`src/rmp_defs.vh`:
```
// constants for the reading math post-processor
// assumes: included by the design file and the bench; 10 MHz system clock
`ifndef RMP_DEFS_VH
`define RMP_DEFS_VH

// register byte offsets
`define RMP_OFS_OP_SEL   8'h00
`define RMP_OFS_CFG      8'h04
`define RMP_OFS_OFFSET   8'h08
`define RMP_OFS_REL_REF  8'h0C
`define RMP_OFS_HI_LIM   8'h10
`define RMP_OFS_LO_LIM   8'h14
`define RMP_OFS_STATUS   8'h18
`define RMP_OFS_MAX      8'h1C
`define RMP_OFS_MIN      8'h20
`define RMP_OFS_MEAN     8'h24
`define RMP_OFS_COUNT    8'h28
`define RMP_OFS_PRIMARY  8'h2C

// config field positions
`define RMP_CFG_BEEP_BIT 0
`define RMP_CFG_RREF_LSB 4
`define RMP_CFG_RREF_MSB 8

// math operation codes
`define RMP_OP_NONE      3'h0
`define RMP_OP_OFFSET    3'h1
`define RMP_OP_POWER     3'h2
`define RMP_OP_RELATIVE  3'h3
`define RMP_OP_STATS     3'h4
`define RMP_OP_LIMIT     3'h5
`define RMP_OP_HOLD      3'h6

// measurement function codes
`define RMP_FN_DCV       4'h0
`define RMP_FN_ACV       4'h1
`define RMP_FN_CONT      4'h8
`define RMP_FN_DIODE     4'h9

// limit classes
`define RMP_CLS_PASS     2'h0
`define RMP_CLS_HI       2'h1
`define RMP_CLS_LO       2'h2

// reset values
`define RMP_RST_WORD     32'h0000_0000
`define RMP_RST_RREF     5'h0F

// levels in hundredths of a dB; readings are 1 uV per lsb
`define RMP_DB_LIMIT     32'h0000_2EE0
`define RMP_DB_UV_OFFSET 32'hFFFF_DCD8
`define RMP_LOG_SCALE    40'h00_0000_25A1

// statistics count display limit
`define RMP_COUNT_INT_MAX 32'h0001_D4C0

// timing: indicator pulse length
`define RMP_CLK_KHZ      21'h0_2710
`define RMP_IND_TIME_MS  21'h0_0064

`endif

```
`src/rmp_math_unit.v`:
```
// reading math post-processor: one math operation on a reading stream
// assumes: converter, function code and full scale on hclk; AHB-Lite
`timescale 1ns/100ps
`include "rmp_defs.vh"

module rmp_math_unit #(
  parameter [20:0] IND_CYCLES = `RMP_IND_TIME_MS * `RMP_CLK_KHZ
) (
  // clock and reset
  input  wire        hclk,
  input  wire        hresetn,
  // ahb-lite slave
  input  wire        hsel,
  input  wire [7:0]  haddr,
  input  wire [1:0]  htrans,
  input  wire        hwrite,
  input  wire [2:0]  hsize,
  input  wire [31:0] hwdata,
  input  wire        hready,
  output wire        hreadyout,
  output wire        hresp,
  output reg  [31:0] hrdata,
  // readings from the converter
  input  wire        rd_valid,
  input  wire [31:0] rd_value,
  input  wire [3:0]  meas_function,
  input  wire [31:0] range_full_scale,
  input  wire [31:0] func_max_range,
  // results to display and beeper
  output reg         res_valid,
  output reg  [31:0] res_primary,
  output reg  [31:0] res_secondary,
  output reg  [2:0]  active_op,
  output reg  [1:0]  limit_class,
  output reg         ind_max,
  output reg         ind_min,
  output reg         beep
);

  // clamp a signed value to the range -lim to lim
  function signed [31:0] rm_clamp;
    input signed [31:0] v;
    input signed [31:0] lim;
    begin
      if (v > lim)
        rm_clamp = lim;
      else if (v < -lim)
        rm_clamp = -lim;
      else
        rm_clamp = v;
    end
  endfunction

  // log2 in q.16, quadratic fraction correction
  function [21:0] rm_log2;
    input [31:0] v;
    integer i;
    reg [4:0]  e;
    reg [31:0] m;
    reg [15:0] x;
    reg [31:0] c;
    reg [25:0] k;
    begin
      e = 5'h00;
      for (i = 0; i < 32; i = i + 1)
        if (v[i])
          e = i[4:0];
      m = v << (5'd31 - e);
      x = m[30:15];
      c = {16'h0000, x} * (32'h0001_0000 - {16'h0000, x});
      k = {10'h000, c[31:16]} * 26'd355;
      rm_log2 = {1'b0, e, 16'h0000} + {6'h00, x} + {6'h00, k[25:10]};
    end
  endfunction

  // hundred times ten log10 of each reference resistance
  function signed [31:0] rm_rref_db;
    input [4:0] sel;
    begin
      case (sel)
        5'd0:    rm_rref_db = 32'sd301;
        5'd1:    rm_rref_db = 32'sd602;
        5'd2:    rm_rref_db = 32'sd903;
        5'd3:    rm_rref_db = 32'sd1204;
        5'd4:    rm_rref_db = 32'sd1699;
        5'd5:    rm_rref_db = 32'sd1875;
        5'd6:    rm_rref_db = 32'sd1968;
        5'd7:    rm_rref_db = 32'sd2041;
        5'd8:    rm_rref_db = 32'sd2093;
        5'd9:    rm_rref_db = 32'sd2097;
        5'd10:   rm_rref_db = 32'sd2130;
        5'd11:   rm_rref_db = 32'sd2176;
        5'd12:   rm_rref_db = 32'sd2398;
        5'd13:   rm_rref_db = 32'sd2477;
        5'd14:   rm_rref_db = 32'sd2699;
        5'd15:   rm_rref_db = 32'sd2778;
        5'd16:   rm_rref_db = 32'sd2903;
        5'd17:   rm_rref_db = 32'sd2954;
        5'd18:   rm_rref_db = 32'sd3000;
        5'd19:   rm_rref_db = 32'sd3079;
        default: rm_rref_db = 32'sd3903;
      endcase
    end
  endfunction

  function [31:0] rm_abs;
    input [31:0] v;
    begin
      rm_abs = v[31] ? (32'h0000_0000 - v) : v;
    end
  endfunction

  // control and data registers
  reg        beep_en;
  reg [4:0]  rref_sel;
  reg [31:0] offset_val;
  reg [31:0] rel_ref;
  reg [31:0] hi_limit;
  reg [31:0] lo_limit;
  reg [31:0] st_max;
  reg [31:0] st_min;
  reg [47:0] st_sum;
  reg [31:0] st_count;
  reg [31:0] st_mean;
  reg        capture_pend;
  reg [3:0]  prev_function;
  reg [31:0] held;
  reg [31:0] win [0:2];
  reg [2:0]  win_fill;
  reg [20:0] max_cnt;
  reg [20:0] min_cnt;
  // mean divider
  reg        div_busy;
  reg [5:0]  div_step;
  reg [47:0] div_q;
  reg [32:0] div_rem;
  reg [31:0] div_den;
  reg        div_neg;
  // ahb data phase
  reg        dp_write;
  reg [7:0]  dp_addr;

  wire signed [31:0] rd_s = rd_value;
  wire [31:0] rd_mag = rm_abs(rd_value);

  // power level of the present reading
  wire [21:0] log_l = rm_log2(rd_mag);
  wire [39:0] log_p = {18'h0_0000, log_l} * `RMP_LOG_SCALE;
  wire signed [31:0] pw_raw = $signed({12'h000, log_p[39:20]})
                              - rm_rref_db(rref_sel)
                              + $signed(`RMP_DB_UV_OFFSET);
  wire signed [31:0] pw_level = (rd_mag == 32'h0000_0000) ?
    -$signed(`RMP_DB_LIMIT) :
    rm_clamp(pw_raw, `RMP_DB_LIMIT);
  wire signed [31:0] rel_level = rm_clamp(pw_level - $signed(rel_ref),
                                          `RMP_DB_LIMIT);

  // operations permitted for the present function
  wire fn_voltage = (meas_function == `RMP_FN_DCV) ||
                    (meas_function == `RMP_FN_ACV);
  wire fn_no_math = (meas_function == `RMP_FN_CONT) ||
                    (meas_function == `RMP_FN_DIODE);

  // ahb decode: one wait-free cycle, always okay
  wire ahb_go   = hsel && hready && htrans[1];
  wire sw_wr    = dp_write;
  wire [31:0] lim120 = func_max_range + func_max_range / 32'd5;
  wire [31:0] wr_lim = rm_clamp(hwdata, lim120);
  wire [2:0]  sel_op = hwdata[2:0];
  wire sel_wr   = sw_wr && (dp_addr == `RMP_OFS_OP_SEL);
  wire sel_ok   = !fn_no_math &&
                  (((sel_op == `RMP_OP_POWER) ||
                    (sel_op == `RMP_OP_RELATIVE)) ? fn_voltage :
                   (sel_op != `RMP_OP_NONE) && (sel_op <= `RMP_OP_HOLD));
  wire op_off   = sel_wr && ((sel_op == active_op) ||
                             (sel_op == `RMP_OP_NONE));
  wire op_on    = sel_wr && !op_off && sel_ok;
  wire fn_chg   = meas_function != prev_function;
  wire rd_go    = rd_valid && !op_on && !op_off && !fn_chg;

  assign hreadyout = 1'b1;
  assign hresp     = 1'b0;

  // statistics next values
  wire first_st   = (st_count == 32'h0000_0000);
  wire new_max    = first_st || (rd_s > $signed(st_max));
  wire new_min    = first_st || (rd_s < $signed(st_min));
  wire [47:0] next_sum   = st_sum + {{16{rd_value[31]}}, rd_value};
  wire [31:0] next_count = st_count + 32'h0000_0001;

  // hold window over the new reading and three before it
  reg signed [31:0] w_max;
  reg signed [31:0] w_min;
  integer j;
  always @* begin
    w_max = rd_s;
    w_min = rd_s;
    for (j = 0; j < 3; j = j + 1) begin
      if ($signed(win[j]) > w_max)
        w_max = win[j];
      if ($signed(win[j]) < w_min)
        w_min = win[j];
    end
  end
  wire [31:0] w_spread = w_max - w_min;
  wire [31:0] held_dif = rm_abs(rd_value - held);
  wire hold_upd = (win_fill == 3'd3) &&
                  (w_spread <= rd_mag / 32'd1000) &&
                  (rd_mag >= range_full_scale / 32'd20) &&
                  (held_dif >= range_full_scale / 32'd1000);

  // limit classification of the present reading
  wire [1:0] next_class = (rd_s > $signed(hi_limit)) ? `RMP_CLS_HI :
                          (rd_s < $signed(lo_limit)) ? `RMP_CLS_LO :
                          `RMP_CLS_PASS;

  // operation selection, function watch and per-reading math
  always @(posedge hclk or negedge hresetn) begin
    if (!hresetn) begin
      active_op     <= `RMP_OP_NONE;
      prev_function <= 4'h0;
      capture_pend  <= 1'b0;
      offset_val    <= `RMP_RST_WORD;
      rel_ref       <= `RMP_RST_WORD;
      hi_limit      <= `RMP_RST_WORD;
      lo_limit      <= `RMP_RST_WORD;
      beep_en       <= 1'b0;
      rref_sel      <= `RMP_RST_RREF;
      st_max        <= `RMP_RST_WORD;
      st_min        <= `RMP_RST_WORD;
      st_sum        <= 48'h0000_0000_0000;
      st_count      <= `RMP_RST_WORD;
      held          <= `RMP_RST_WORD;
      win[0]        <= `RMP_RST_WORD;
      win[1]        <= `RMP_RST_WORD;
      win[2]        <= `RMP_RST_WORD;
      win_fill      <= 3'd0;
      limit_class   <= `RMP_CLS_PASS;
      res_valid     <= 1'b0;
      res_primary   <= `RMP_RST_WORD;
      res_secondary <= `RMP_RST_WORD;
      beep          <= 1'b0;
    end else begin
      res_valid     <= 1'b0;
      beep          <= 1'b0;
      prev_function <= meas_function;
      // software writes; hardware captures below take precedence
      if (sw_wr && dp_addr == `RMP_OFS_CFG) begin
        beep_en  <= hwdata[`RMP_CFG_BEEP_BIT];
        rref_sel <= (hwdata[`RMP_CFG_RREF_MSB:`RMP_CFG_RREF_LSB] > 5'd20) ?
                    5'd20 : hwdata[`RMP_CFG_RREF_MSB:`RMP_CFG_RREF_LSB];
      end
      if (sw_wr && dp_addr == `RMP_OFS_OFFSET)
        offset_val <= hwdata;
      if (sw_wr && dp_addr == `RMP_OFS_REL_REF)
        rel_ref <= rm_clamp(hwdata, `RMP_DB_LIMIT);
      if (sw_wr && dp_addr == `RMP_OFS_HI_LIM)
        hi_limit <= wr_lim;
      if (sw_wr && dp_addr == `RMP_OFS_LO_LIM)
        lo_limit <= wr_lim;
      if (fn_chg) begin
        active_op    <= `RMP_OP_NONE;
        capture_pend <= 1'b0;
      end else if (op_off) begin
        active_op    <= `RMP_OP_NONE;
        capture_pend <= 1'b0;
      end else if (op_on) begin
        active_op    <= sel_op;
        capture_pend <= 1'b1;
        st_count     <= `RMP_RST_WORD;
        st_sum       <= 48'h0000_0000_0000;
        st_max       <= `RMP_RST_WORD;
        st_min       <= `RMP_RST_WORD;
        win_fill     <= 3'd0;
        limit_class  <= `RMP_CLS_PASS;
      end else if (rd_go) begin
        // range changes need no handling here
        res_valid     <= 1'b1;
        res_primary   <= rd_value;
        res_secondary <= rd_value;
        capture_pend  <= 1'b0;
        case (active_op)
          `RMP_OP_OFFSET: begin
            if (capture_pend) begin
              offset_val  <= rd_value;
              res_primary <= `RMP_RST_WORD;
            end else begin
              res_primary <= rd_value - offset_val;
            end
            res_secondary <= capture_pend ? rd_value : offset_val;
          end
          `RMP_OP_POWER: begin
            res_primary <= pw_level;
          end
          `RMP_OP_RELATIVE: begin
            if (capture_pend) begin
              rel_ref     <= pw_level;
              res_primary <= `RMP_RST_WORD;
            end else begin
              res_primary <= rel_level;
            end
          end
          `RMP_OP_STATS: begin
            st_count <= next_count;
            st_sum   <= next_sum;
            if (new_max)
              st_max <= rd_value;
            if (new_min)
              st_min <= rd_value;
            if ((new_max || new_min) && beep_en)
              beep <= 1'b1;
            res_secondary <= new_max ? rd_value : st_max;
          end
          `RMP_OP_LIMIT: begin
            limit_class <= next_class;
            if (beep_en && next_class != limit_class &&
                next_class != `RMP_CLS_PASS)
              beep <= 1'b1;
          end
          `RMP_OP_HOLD: begin
            win[0] <= rd_value;
            win[1] <= win[0];
            win[2] <= win[1];
            if (win_fill != 3'd3)
              win_fill <= win_fill + 3'd1;
            if (hold_upd) begin
              held        <= rd_value;
              res_primary <= rd_value;
              beep        <= beep_en;
            end else begin
              res_primary <= held;
            end
          end
          default: begin
            res_primary <= rd_value;
          end
        endcase
      end
    end
  end

  // max and min indicator stretchers
  always @(posedge hclk or negedge hresetn) begin
    if (!hresetn) begin
      max_cnt <= 21'd0;
      min_cnt <= 21'd0;
      ind_max <= 1'b0;
      ind_min <= 1'b0;
    end else begin
      ind_max <= (max_cnt != 21'd0);
      ind_min <= (min_cnt != 21'd0);
      if (rd_go && active_op == `RMP_OP_STATS && new_max)
        max_cnt <= IND_CYCLES;
      else if (max_cnt != 21'd0)
        max_cnt <= max_cnt - 21'd1;
      if (rd_go && active_op == `RMP_OP_STATS && new_min)
        min_cnt <= IND_CYCLES;
      else if (min_cnt != 21'd0)
        min_cnt <= min_cnt - 21'd1;
    end
  end

  // serial divider: mean is sum over count, restarts per reading
  wire [32:0] div_try = {div_rem[31:0], div_q[47]};
  always @(posedge hclk or negedge hresetn) begin
    if (!hresetn) begin
      div_busy <= 1'b0;
      div_step <= 6'd0;
      div_q    <= 48'h0000_0000_0000;
      div_rem  <= 33'h0_0000_0000;
      div_den  <= `RMP_RST_WORD;
      div_neg  <= 1'b0;
      st_mean  <= `RMP_RST_WORD;
    end else if (op_on) begin
      div_busy <= 1'b0;
      st_mean  <= `RMP_RST_WORD;
    end else if (rd_go && active_op == `RMP_OP_STATS) begin
      div_busy <= 1'b1;
      div_step <= 6'd0;
      div_neg  <= next_sum[47];
      div_q    <= next_sum[47] ? (48'h0000_0000_0000 - next_sum) : next_sum;
      div_rem  <= 33'h0_0000_0000;
      div_den  <= next_count;
    end else if (div_busy) begin
      if (div_try >= {1'b0, div_den}) begin
        div_rem <= div_try - {1'b0, div_den};
        div_q   <= {div_q[46:0], 1'b1};
      end else begin
        div_rem <= div_try;
        div_q   <= {div_q[46:0], 1'b0};
      end
      div_step <= div_step + 6'd1;
      if (div_step == 6'd47) begin
        div_busy <= 1'b0;
        st_mean  <= div_neg ? (32'h0000_0000 - {div_q[30:0], 1'b0}) -
                              {31'h0000_0000, div_try >= {1'b0, div_den}}
                            : {div_q[30:0], div_try >= {1'b0, div_den}};
      end
    end
  end

  // ahb address phase capture and registered read data
  always @(posedge hclk or negedge hresetn) begin
    if (!hresetn) begin
      dp_write <= 1'b0;
      dp_addr  <= 8'h00;
      hrdata   <= `RMP_RST_WORD;
    end else begin
      dp_write <= ahb_go && hwrite;
      dp_addr  <= haddr;
      if (ahb_go && !hwrite) begin
        case (haddr)
          `RMP_OFS_OP_SEL:  hrdata <= {29'h0000_0000, active_op};
          `RMP_OFS_CFG:     hrdata <= {23'h00_0000, rref_sel, 3'h0, beep_en};
          `RMP_OFS_OFFSET:  hrdata <= offset_val;
          `RMP_OFS_REL_REF: hrdata <= rel_ref;
          `RMP_OFS_HI_LIM:  hrdata <= hi_limit;
          `RMP_OFS_LO_LIM:  hrdata <= lo_limit;
          `RMP_OFS_STATUS:  hrdata <= {26'h000_0000, div_busy,
                                       st_count > `RMP_COUNT_INT_MAX,
                                       capture_pend, 1'b0,
                                       limit_class};
          `RMP_OFS_MAX:     hrdata <= st_max;
          `RMP_OFS_MIN:     hrdata <= st_min;
          `RMP_OFS_MEAN:    hrdata <= st_mean;
          `RMP_OFS_COUNT:   hrdata <= st_count;
          `RMP_OFS_PRIMARY: hrdata <= res_primary;
          default:          hrdata <= `RMP_RST_WORD;
        endcase
      end
    end
  end

endmodule // rmp_math_unit

```
`config.mk`:
```
export PLATFORM = sky130hd
export DESIGN_NAME = rmp_math_unit
export DESIGN_NICKNAME = d
export VERILOG_FILES = /design/src/rmp_math_unit.v
export VERILOG_INCLUDE_DIRS = /design/src /design/src/src
export SDC_FILE = /design/constraint.sdc
export NUM_CORES = 2
export LEC_CHECK = 0
export ABC_AREA = 1
export BUFFER_PORTS_ARGS = -buffer_cell sky130_fd_sc_hd__buf_2
export CORE_MARGIN = 1
export CORE_UTILIZATION = 26
export CTS_CLUSTER_DIAMETER = 150
export CTS_CLUSTER_SIZE = 8
export DETAILED_ROUTE_END_ITERATION = 16
export HOLD_SLACK_MARGIN = 0.03
export MAX_ROUTING_LAYER = met4
export SYNTH_ARGS = -nofsm -noshare
export SYNTH_HDL_FRONTEND = slang
export SYNTH_SLANG_ARGS = --single-unit
export TNS_END_PERCENT = 30
```
`constraint.sdc`:
```
create_clock -name hclk -period 15.66 [get_ports hclk]
set_input_delay 2.349 -clock hclk [delete_from_list [all_inputs] [get_ports hclk]]
set_output_delay 2.349 -clock hclk [all_outputs]
set_load 0.02 [all_outputs]
```
---- Yosys cells after proc, flatten, opt, wreduce, memory -nomap -nowiden ----
Memory sizes are Yosys's and may differ from the RTL's.
Cells that the tools add are included.
word-level totals
  register bits ........................... 722
  bits in read-only memories .............. 384
  output and inout port bits .............. 107
  word-level logic and storage cells ...... 338
  memories ................................ 1
cells by class
  add/sub/neg operators ................... 24
  $mul .................................... 3
  div/mod/pow operators ................... 4
  magnitude comparators ................... 25
  equal/unequal tests ..................... 34
  shifts and indexed selects .............. 1
  mux-type cells .......................... 135
  bitwise logic cells ..................... 3
  reductions and logical operators ........ 71
memory list
  memory            depth  width  read ports  clocked after memory_dff  wr ports  RTL line            RTL
  (name not given)  32     12     1           0                         0         rmp_math_unit.v:80  case (sel)
operators by type and width
  kind                                                                               number
  32-bit two-way mux                                                                 54
  32-bit case mux with 12 select lines                                               1
  48-bit two-way mux                                                                 6
  32-bit greater-than comparator                                                     6
  32-bit less-than comparator                                                        6
  32-bit subtractor                                                                  5
  5-bit two-way mux                                                                  31
  32-bit case mux with 4 select lines                                                1
  32-bit by 15-bit greater-than comparator with 1-bit output, second input constant  3
  32-bit by 15-bit less-than comparator with 1-bit output, second input constant     3
  1-bit by 32-bit subtractor with 32-bit output, first input constant                3
  21-bit two-way mux                                                                 4
  32-bit by 10-bit divider with 32-bit output, second input constant                 2
  32-bit >= comparator                                                               2
  32-bit logical NOT                                                                 2
  32-bit case mux with 2 select lines                                                1
  48-bit adder                                                                       1
  8-bit by 5-bit equality test with 1-bit output, second input constant              6
  1-bit by 48-bit subtractor with 48-bit output, first input constant                1
  21-bit nonzero test                                                                2
  21-bit by 1-bit subtractor with 21-bit output, second input constant               2
  22-bit by 14-bit multiplier with 36-bit output, second input constant              1
  33-bit by 32-bit >= comparator with 1-bit output                                   1
  32-bit by 1-bit adder with 32-bit output, second input constant                    1
  53 further kinds                                                                   155

---- Depth between registers and ports, before layout ----
  depth in word-level cells ............... 52
  depth in mapped cells ................... 201
  depth with buffers taken out ............ 200

---- Least setup slack after synthesis ----
Ideal clock, no wire load.
  kind .................................... input port to flip-flop
  from .................................... input rd_value[0]
  to ...................................... register res_primary[11]
  library setup time ...................... 0.083 ns
  arrival time ............................ 31.254 ns
  required time ........................... 15.577 ns
  setup slack ............................. -15.677 ns
  stages on the path ...................... 179
  cells stage by stage .................... clkinv_1 > ha_1 > or2_2 > xor2_1 > o21ai_0 > nand2_1 > a21oi_1 > o21ai_0 > a21oi_1 > o21ai_0 > a21oi_1 > o21ai_0 > a21oi_1 > o21ai_0 > nand2_1 > a21oi_1 > o21ai_0 > a21oi_1 > [143 not listed] > nor2_1 > o21ai_0 > inv_1 > o31ai_1 > xor2_1 > inv_1 > nor4_1 > nand3_1 > ha_1 > nor3_1 > nand2_1 > nand3_1 > a21oi_1 > nand2_1 > nand2_1 > nand2_1 > o21ai_0 > o21ai_0
between the ends
  word-level cells in the longest chain between the ends .. 52
  elaborated cells between the ends (all ways) .. 82
  classes of those cells .................. add/sub: 12; mul: 3; div: 1; order compare: 13; shift: 1; mux: 48; reduce/logical: 4
RTL lines
  item                                                                                                    RTL line             RTL
  start, declared                                                                                         rmp_math_unit.v:25   input wire [31:0] rd_value,
  parallel branches: the longest is 51 deep, another holds 1-bit by 32-bit subtractor with 32-bit output  -
  32-bit case mux with 4 select lines *                                                                   rmp_math_unit.v:282  case (active_op)
  end signal, assigned                                                                                    rmp_math_unit.v:286  res_primary <= `RMP_RST_WORD;
  end signal, assigned                                                                                    rmp_math_unit.v:298  res_primary <= `RMP_RST_WORD;
  end signal, assigned                                                                                    rmp_math_unit.v:300  res_primary <= rel_level;
  end, declared                                                                                           rmp_math_unit.v:31   output reg [31:0] res_primary,
Mark *: on every way between the ends.
A chain may end at the register's enable or synchronous reset.

---- Final worst setup path ----
  from .................................... input rd_value[1]
  to ...................................... register res_primary[1]
Same word-level chain as after synthesis.

==> impl_metrics.py <==
metrics = {
    "final_layout": {
        "largest_reg_flops": 96,
        "layout.filler_cells": 37900,
        "layout_top_registers": "win x96, div_q x48, st_sum x48",
        "registers.top_by_ff_count": "win",
        "layout-area-overhead-vs-synth_pct": 29.3,
        "design.final.nets": 16800,
        "final_cells": 20100,
        "drive_gt1_frac": 0.237,
    },
    "floorplan": {
        "boundaryPins": 258,
        "design.die.area_mm2": 0.358,
        "design.core.area_mm2": 0.353,
        "initial_core_util": 0.262,
        "die-width_um": 599,
        "fp-row-count": 218,
        "fp.dieH_um": 599,
    },
    "cts": {
        "tritoncts_num_sinks": 722,
        "cts.htree.levels": 3,
        "ctsRootBufferMaster": "sky130_fd_sc_hd__clkbuf_16",
        "cts_tree": "done",
        "max-clock-path-buffers": 3,
        "ctsHoldBuffers": 0,
        "worst_setup_hold_path_clk_slew_ns": 0.06,
        "numCtsBuffers": 100,
        "clock_latency_ns": 0.76,
    },
    "global_routing": {
        "first_global_vias": 93300,
        "grt_pass1_wl_um": 557000,
        "grt_start_max_net_pins": 150,
        "number_of_antenna_violations_at_the_first_check_in_global_routing": 55,
        "gr-total-overflow": 0,
        "global_route.usage.total": 0.207,
    },
    "run_status": {
        "status": "complete, but fails checks",
        "failed_checks": "negative setup slack",
    },
    "critical_path": {
        "critPathArrivalTime_ns": 29.84,
        "critical_path_required_ns": 16.36,
        "setup.worst_path.start_class": "primary input",
        "worst_path_max_delay_cell": "sky130_fd_sc_hd__fa_1",
        "critical_path.max_stage_delay_ns": 0.55,
        "cp_num_buf_inv": 39,
        "cp_top_family": "adder cells",
        "timing.critical_path.fanout_max": 8,
        "path_class": "primary input to flop",
        "cpMostUsedCell": "sky130_fd_sc_hd__a21oi_2",
        "setup.worst_path.end_class": "flop",
    },
    "sta": {
        "fin_crit_sh": 1.86,
        "fmax_ghz": 0.0343,
        "finalClockSkew_ns": 0.0732,
        "final_hold_viol_count": 0,
        "timing.slew.headroom": 0.0884,
        "setup_repair_after_global_routing_missed_its_margin": "true",
        "timing_worst_slew_pin_value_ns": 1.35,
        "period_needed_ns": 29.14,
        "slew_limit_fails": 0,
        "postLayoutSetupSlackWorst_ns": -13.48,
        "report.final.setup_viol": 161,
    },
    "synth": {
        "synthCells": 13100,
        "synthesis.area_mm2": 0.0926,
        "synthDominantAreaCellType": "sky130_fd_sc_hd__dfrtp_1",
        "sequential_cell_area_fraction_in_the_yosys_report": 0.195,
        "netlist_top_cells_area": "sky130_fd_sc_hd__dfrtp_1 (19%), sky130_fd_sc_hd__ha_1 (15%), sky130_fd_sc_hd__nand2_1 (10%)",
        "synthDistinctLibCells": 96,
        "count_of_flip_flops_with_a_built_in_enable_after_synthesis": 0,
        "synth_compound_area_frac": 0.183,
        "synthMuxAreaShare": 0.00446,
        "postSynthRegisterBits": 722,
        "post-synth-top-area-fraction": 0.194,
        "async_flop_share": 1.00,
        "xor_xnor_share_of_the_synthesized_area": 0.0504,
        "largest_family_of_logic_cells_by_synthesized_area": "simple AND/OR/NAND/NOR gates",
        "synth-adder-area-share": 0.215,
        "yosys_most_used_dff": "sky130_fd_sc_hd__dfrtp_1",
        "synth.avg_cell_area_um2": 7.06,
        "synth_simple_gate_area_share": 0.246,
        "synth-warning-count": 0,
    },
    "placed_design": {
        "placedCellCount": 19800,
        "dpl.hpwl_um": 301000,
        "gp_congestion": 1.02,
        "place.port_buffers": 249,
    },
    "detailed_routing": {
        "routed-via-count": 97500,
        "drtPass1Iterations": 6,
        "antenna_left": 0,
        "remaining_drc_errors": 0,
        "number_of_violations_reported_at_the_end_of_detailed_routing_iteration_0": 8702,
        "route.detailed.vias_per_inst": 4.86,
        "routedWlPerCell_um": 18.4,
        "wirelength_um": 368000,
    },
    "worst_hold_path": {
        "worst_hold_class": "flop to flop",
    },
    "job": {
        "cap_viol_max_count": 0,
    },
}
==> worst register-to-register path, delay by kind of cell (launching register included) <==
kind            cells  cell delay [ns]
buf+inv            13             2.52
compound gates     34             5.70
flops               1             0.44
fa+ha+maj           5             1.71
xor+xnor            2             0.28
simple gates       28             3.52
==> cells by family (layout without fill, tap and decap cells) <==
kind of cell    count (synthesis)  in the layout
buf+inv                      2586           4744
mux                            38             38
flops                         722            722
xor+xnor                      531            531
fa+ha+maj                    1398           1398
other cells                     2             53
simple gates                 4905           4905
compound gates               2930           2930
==> stage by stage <==
step | setup slack, ns | area (µm²) | hold slack [ns] | setup TNS [ns] | utilization
5_1_grt | -15.13 | 120000 | 0.497 | -1395.25 | 0.339
3_3_place_gp | -15.22 | 115000 | 0.461 | -1248.93 | 0.324
2_1_floorplan | -13.02 | 93400 | 0.444 | -906.99 | -
6_report | -13.48 | 120000 | 0.473 | -1055.07 | 0.339
3_5_place_dp | -15.46 | 115000 | 0.465 | -1277.39 | 0.324
4_1_cts | -13.19 | 119000 | 0.479 | -1051.59 | 0.336
==> cells in the mapped netlist, types with 55 or more instances <==
cell,count
sky130_fd_sc_hd__o21ai_0,1140
sky130_fd_sc_hd__o21bai_1,65
sky130_fd_sc_hd__ha_1,1081
sky130_fd_sc_hd__inv_2,90
sky130_fd_sc_hd__nor3_1,155
sky130_fd_sc_hd__fa_1,317
sky130_fd_sc_hd__nand4_1,134
sky130_fd_sc_hd__o22ai_1,250
sky130_fd_sc_hd__dfrtp_1,718
sky130_fd_sc_hd__nand3_1,632
sky130_fd_sc_hd__a21oi_1,828
sky130_fd_sc_hd__clkbuf_1,315
sky130_fd_sc_hd__nor4_1,55
sky130_fd_sc_hd__nand3_2,72
sky130_fd_sc_hd__nor2_2,67
sky130_fd_sc_hd__o221ai_1,68
sky130_fd_sc_hd__nand2_2,264
sky130_fd_sc_hd__o211ai_1,95
sky130_fd_sc_hd__nand2_1,2472
sky130_fd_sc_hd__o21ai_1,79
sky130_fd_sc_hd__xnor2_1,113
sky130_fd_sc_hd__nand2_4,92
sky130_fd_sc_hd__nor2_1,816
sky130_fd_sc_hd__xor2_1,416
sky130_fd_sc_hd__inv_1,2085
==> cell type report <==
| cell class | count | area [µm²] | area share |
|---|---|---|---|
| well taps | 4730 | 5920 | 0.0494 |
| inverters | 2244 | 8520 | 0.0711 |
| clock buffers | 111 | 2540 | 0.0212 |
| flip-flops and latches | 722 | 18100 | 0.151 |
| repair buffers | 2381 | 17800 | 0.149 |
| multi-input cells | 9818 | 66600 | 0.557 |
| clock inverters | 8 | 149 | 0.00124 |
| diodes | 37 | 92.6 | 0.000773 |
==> cells in the final DEF (no fill, tap or decap), types with 243 or more instances in the layout <==
cell                      Yosys  layout
sky130_fd_sc_hd__nor2_1     816     787
sky130_fd_sc_hd__o22ai_1    250     250
sky130_fd_sc_hd__nand2_2    264     296
sky130_fd_sc_hd__nand3_1    632     613
sky130_fd_sc_hd__ha_1      1081    1049
sky130_fd_sc_hd__fa_1       317     315
sky130_fd_sc_hd__a21oi_1    828     771
sky130_fd_sc_hd__dfrtp_1    718     718
sky130_fd_sc_hd__xor2_1     416     396
sky130_fd_sc_hd__nand2_1   2472    2435
sky130_fd_sc_hd__inv_1     2085    2042
sky130_fd_sc_hd__buf_2        0     243
sky130_fd_sc_hd__buf_4        2    2071
sky130_fd_sc_hd__o21ai_0   1140    1026
==> final timing paths <==
kind / cells after the start / slack [ns] / endpoint / startpoint
worst max-delay path: 182 / -13.48 / res_primary[1] / rd_value[1]
worst min-delay path: 2 / 0.47 / div_q[32] / div_q[32]
worst max register to register: 82 / 1.45 / beep / win[83]
worst min register to register: 2 / 0.47 / div_q[32] / div_q[32]
max in group asynchronous: 3 / 11.80 / hi_limit[20] / hresetn
min in group asynchronous: 1 / 1.66 / min_cnt[1] / hresetn
==> routing by layer <==
metal / wire length [µm] / share of wire / vias up / global-route usage
met1: 160000 / 0.43 / 45800 / 0.265
li1: - / - / 47800 / -
met4: 18300 / 0.050 / 0 / 0.0853
met5: 0 / 0 / - / -
met3: 28800 / 0.078 / 700 / 0.0357
met2: 161000 / 0.44 / 3196 / 0.321
==> repair_timing <==
item	CTS	global route
setup buffers	81	24
endpoints found under the setup margin	161	161
resized for setup	224	184
cloned	2	0
hold endpoints to repair	0	0
pin swaps	176	89
Power is left out: the tool's default activity adds up to more than one toggle a clock period on the data nets, which glitch-free logic cannot reach.
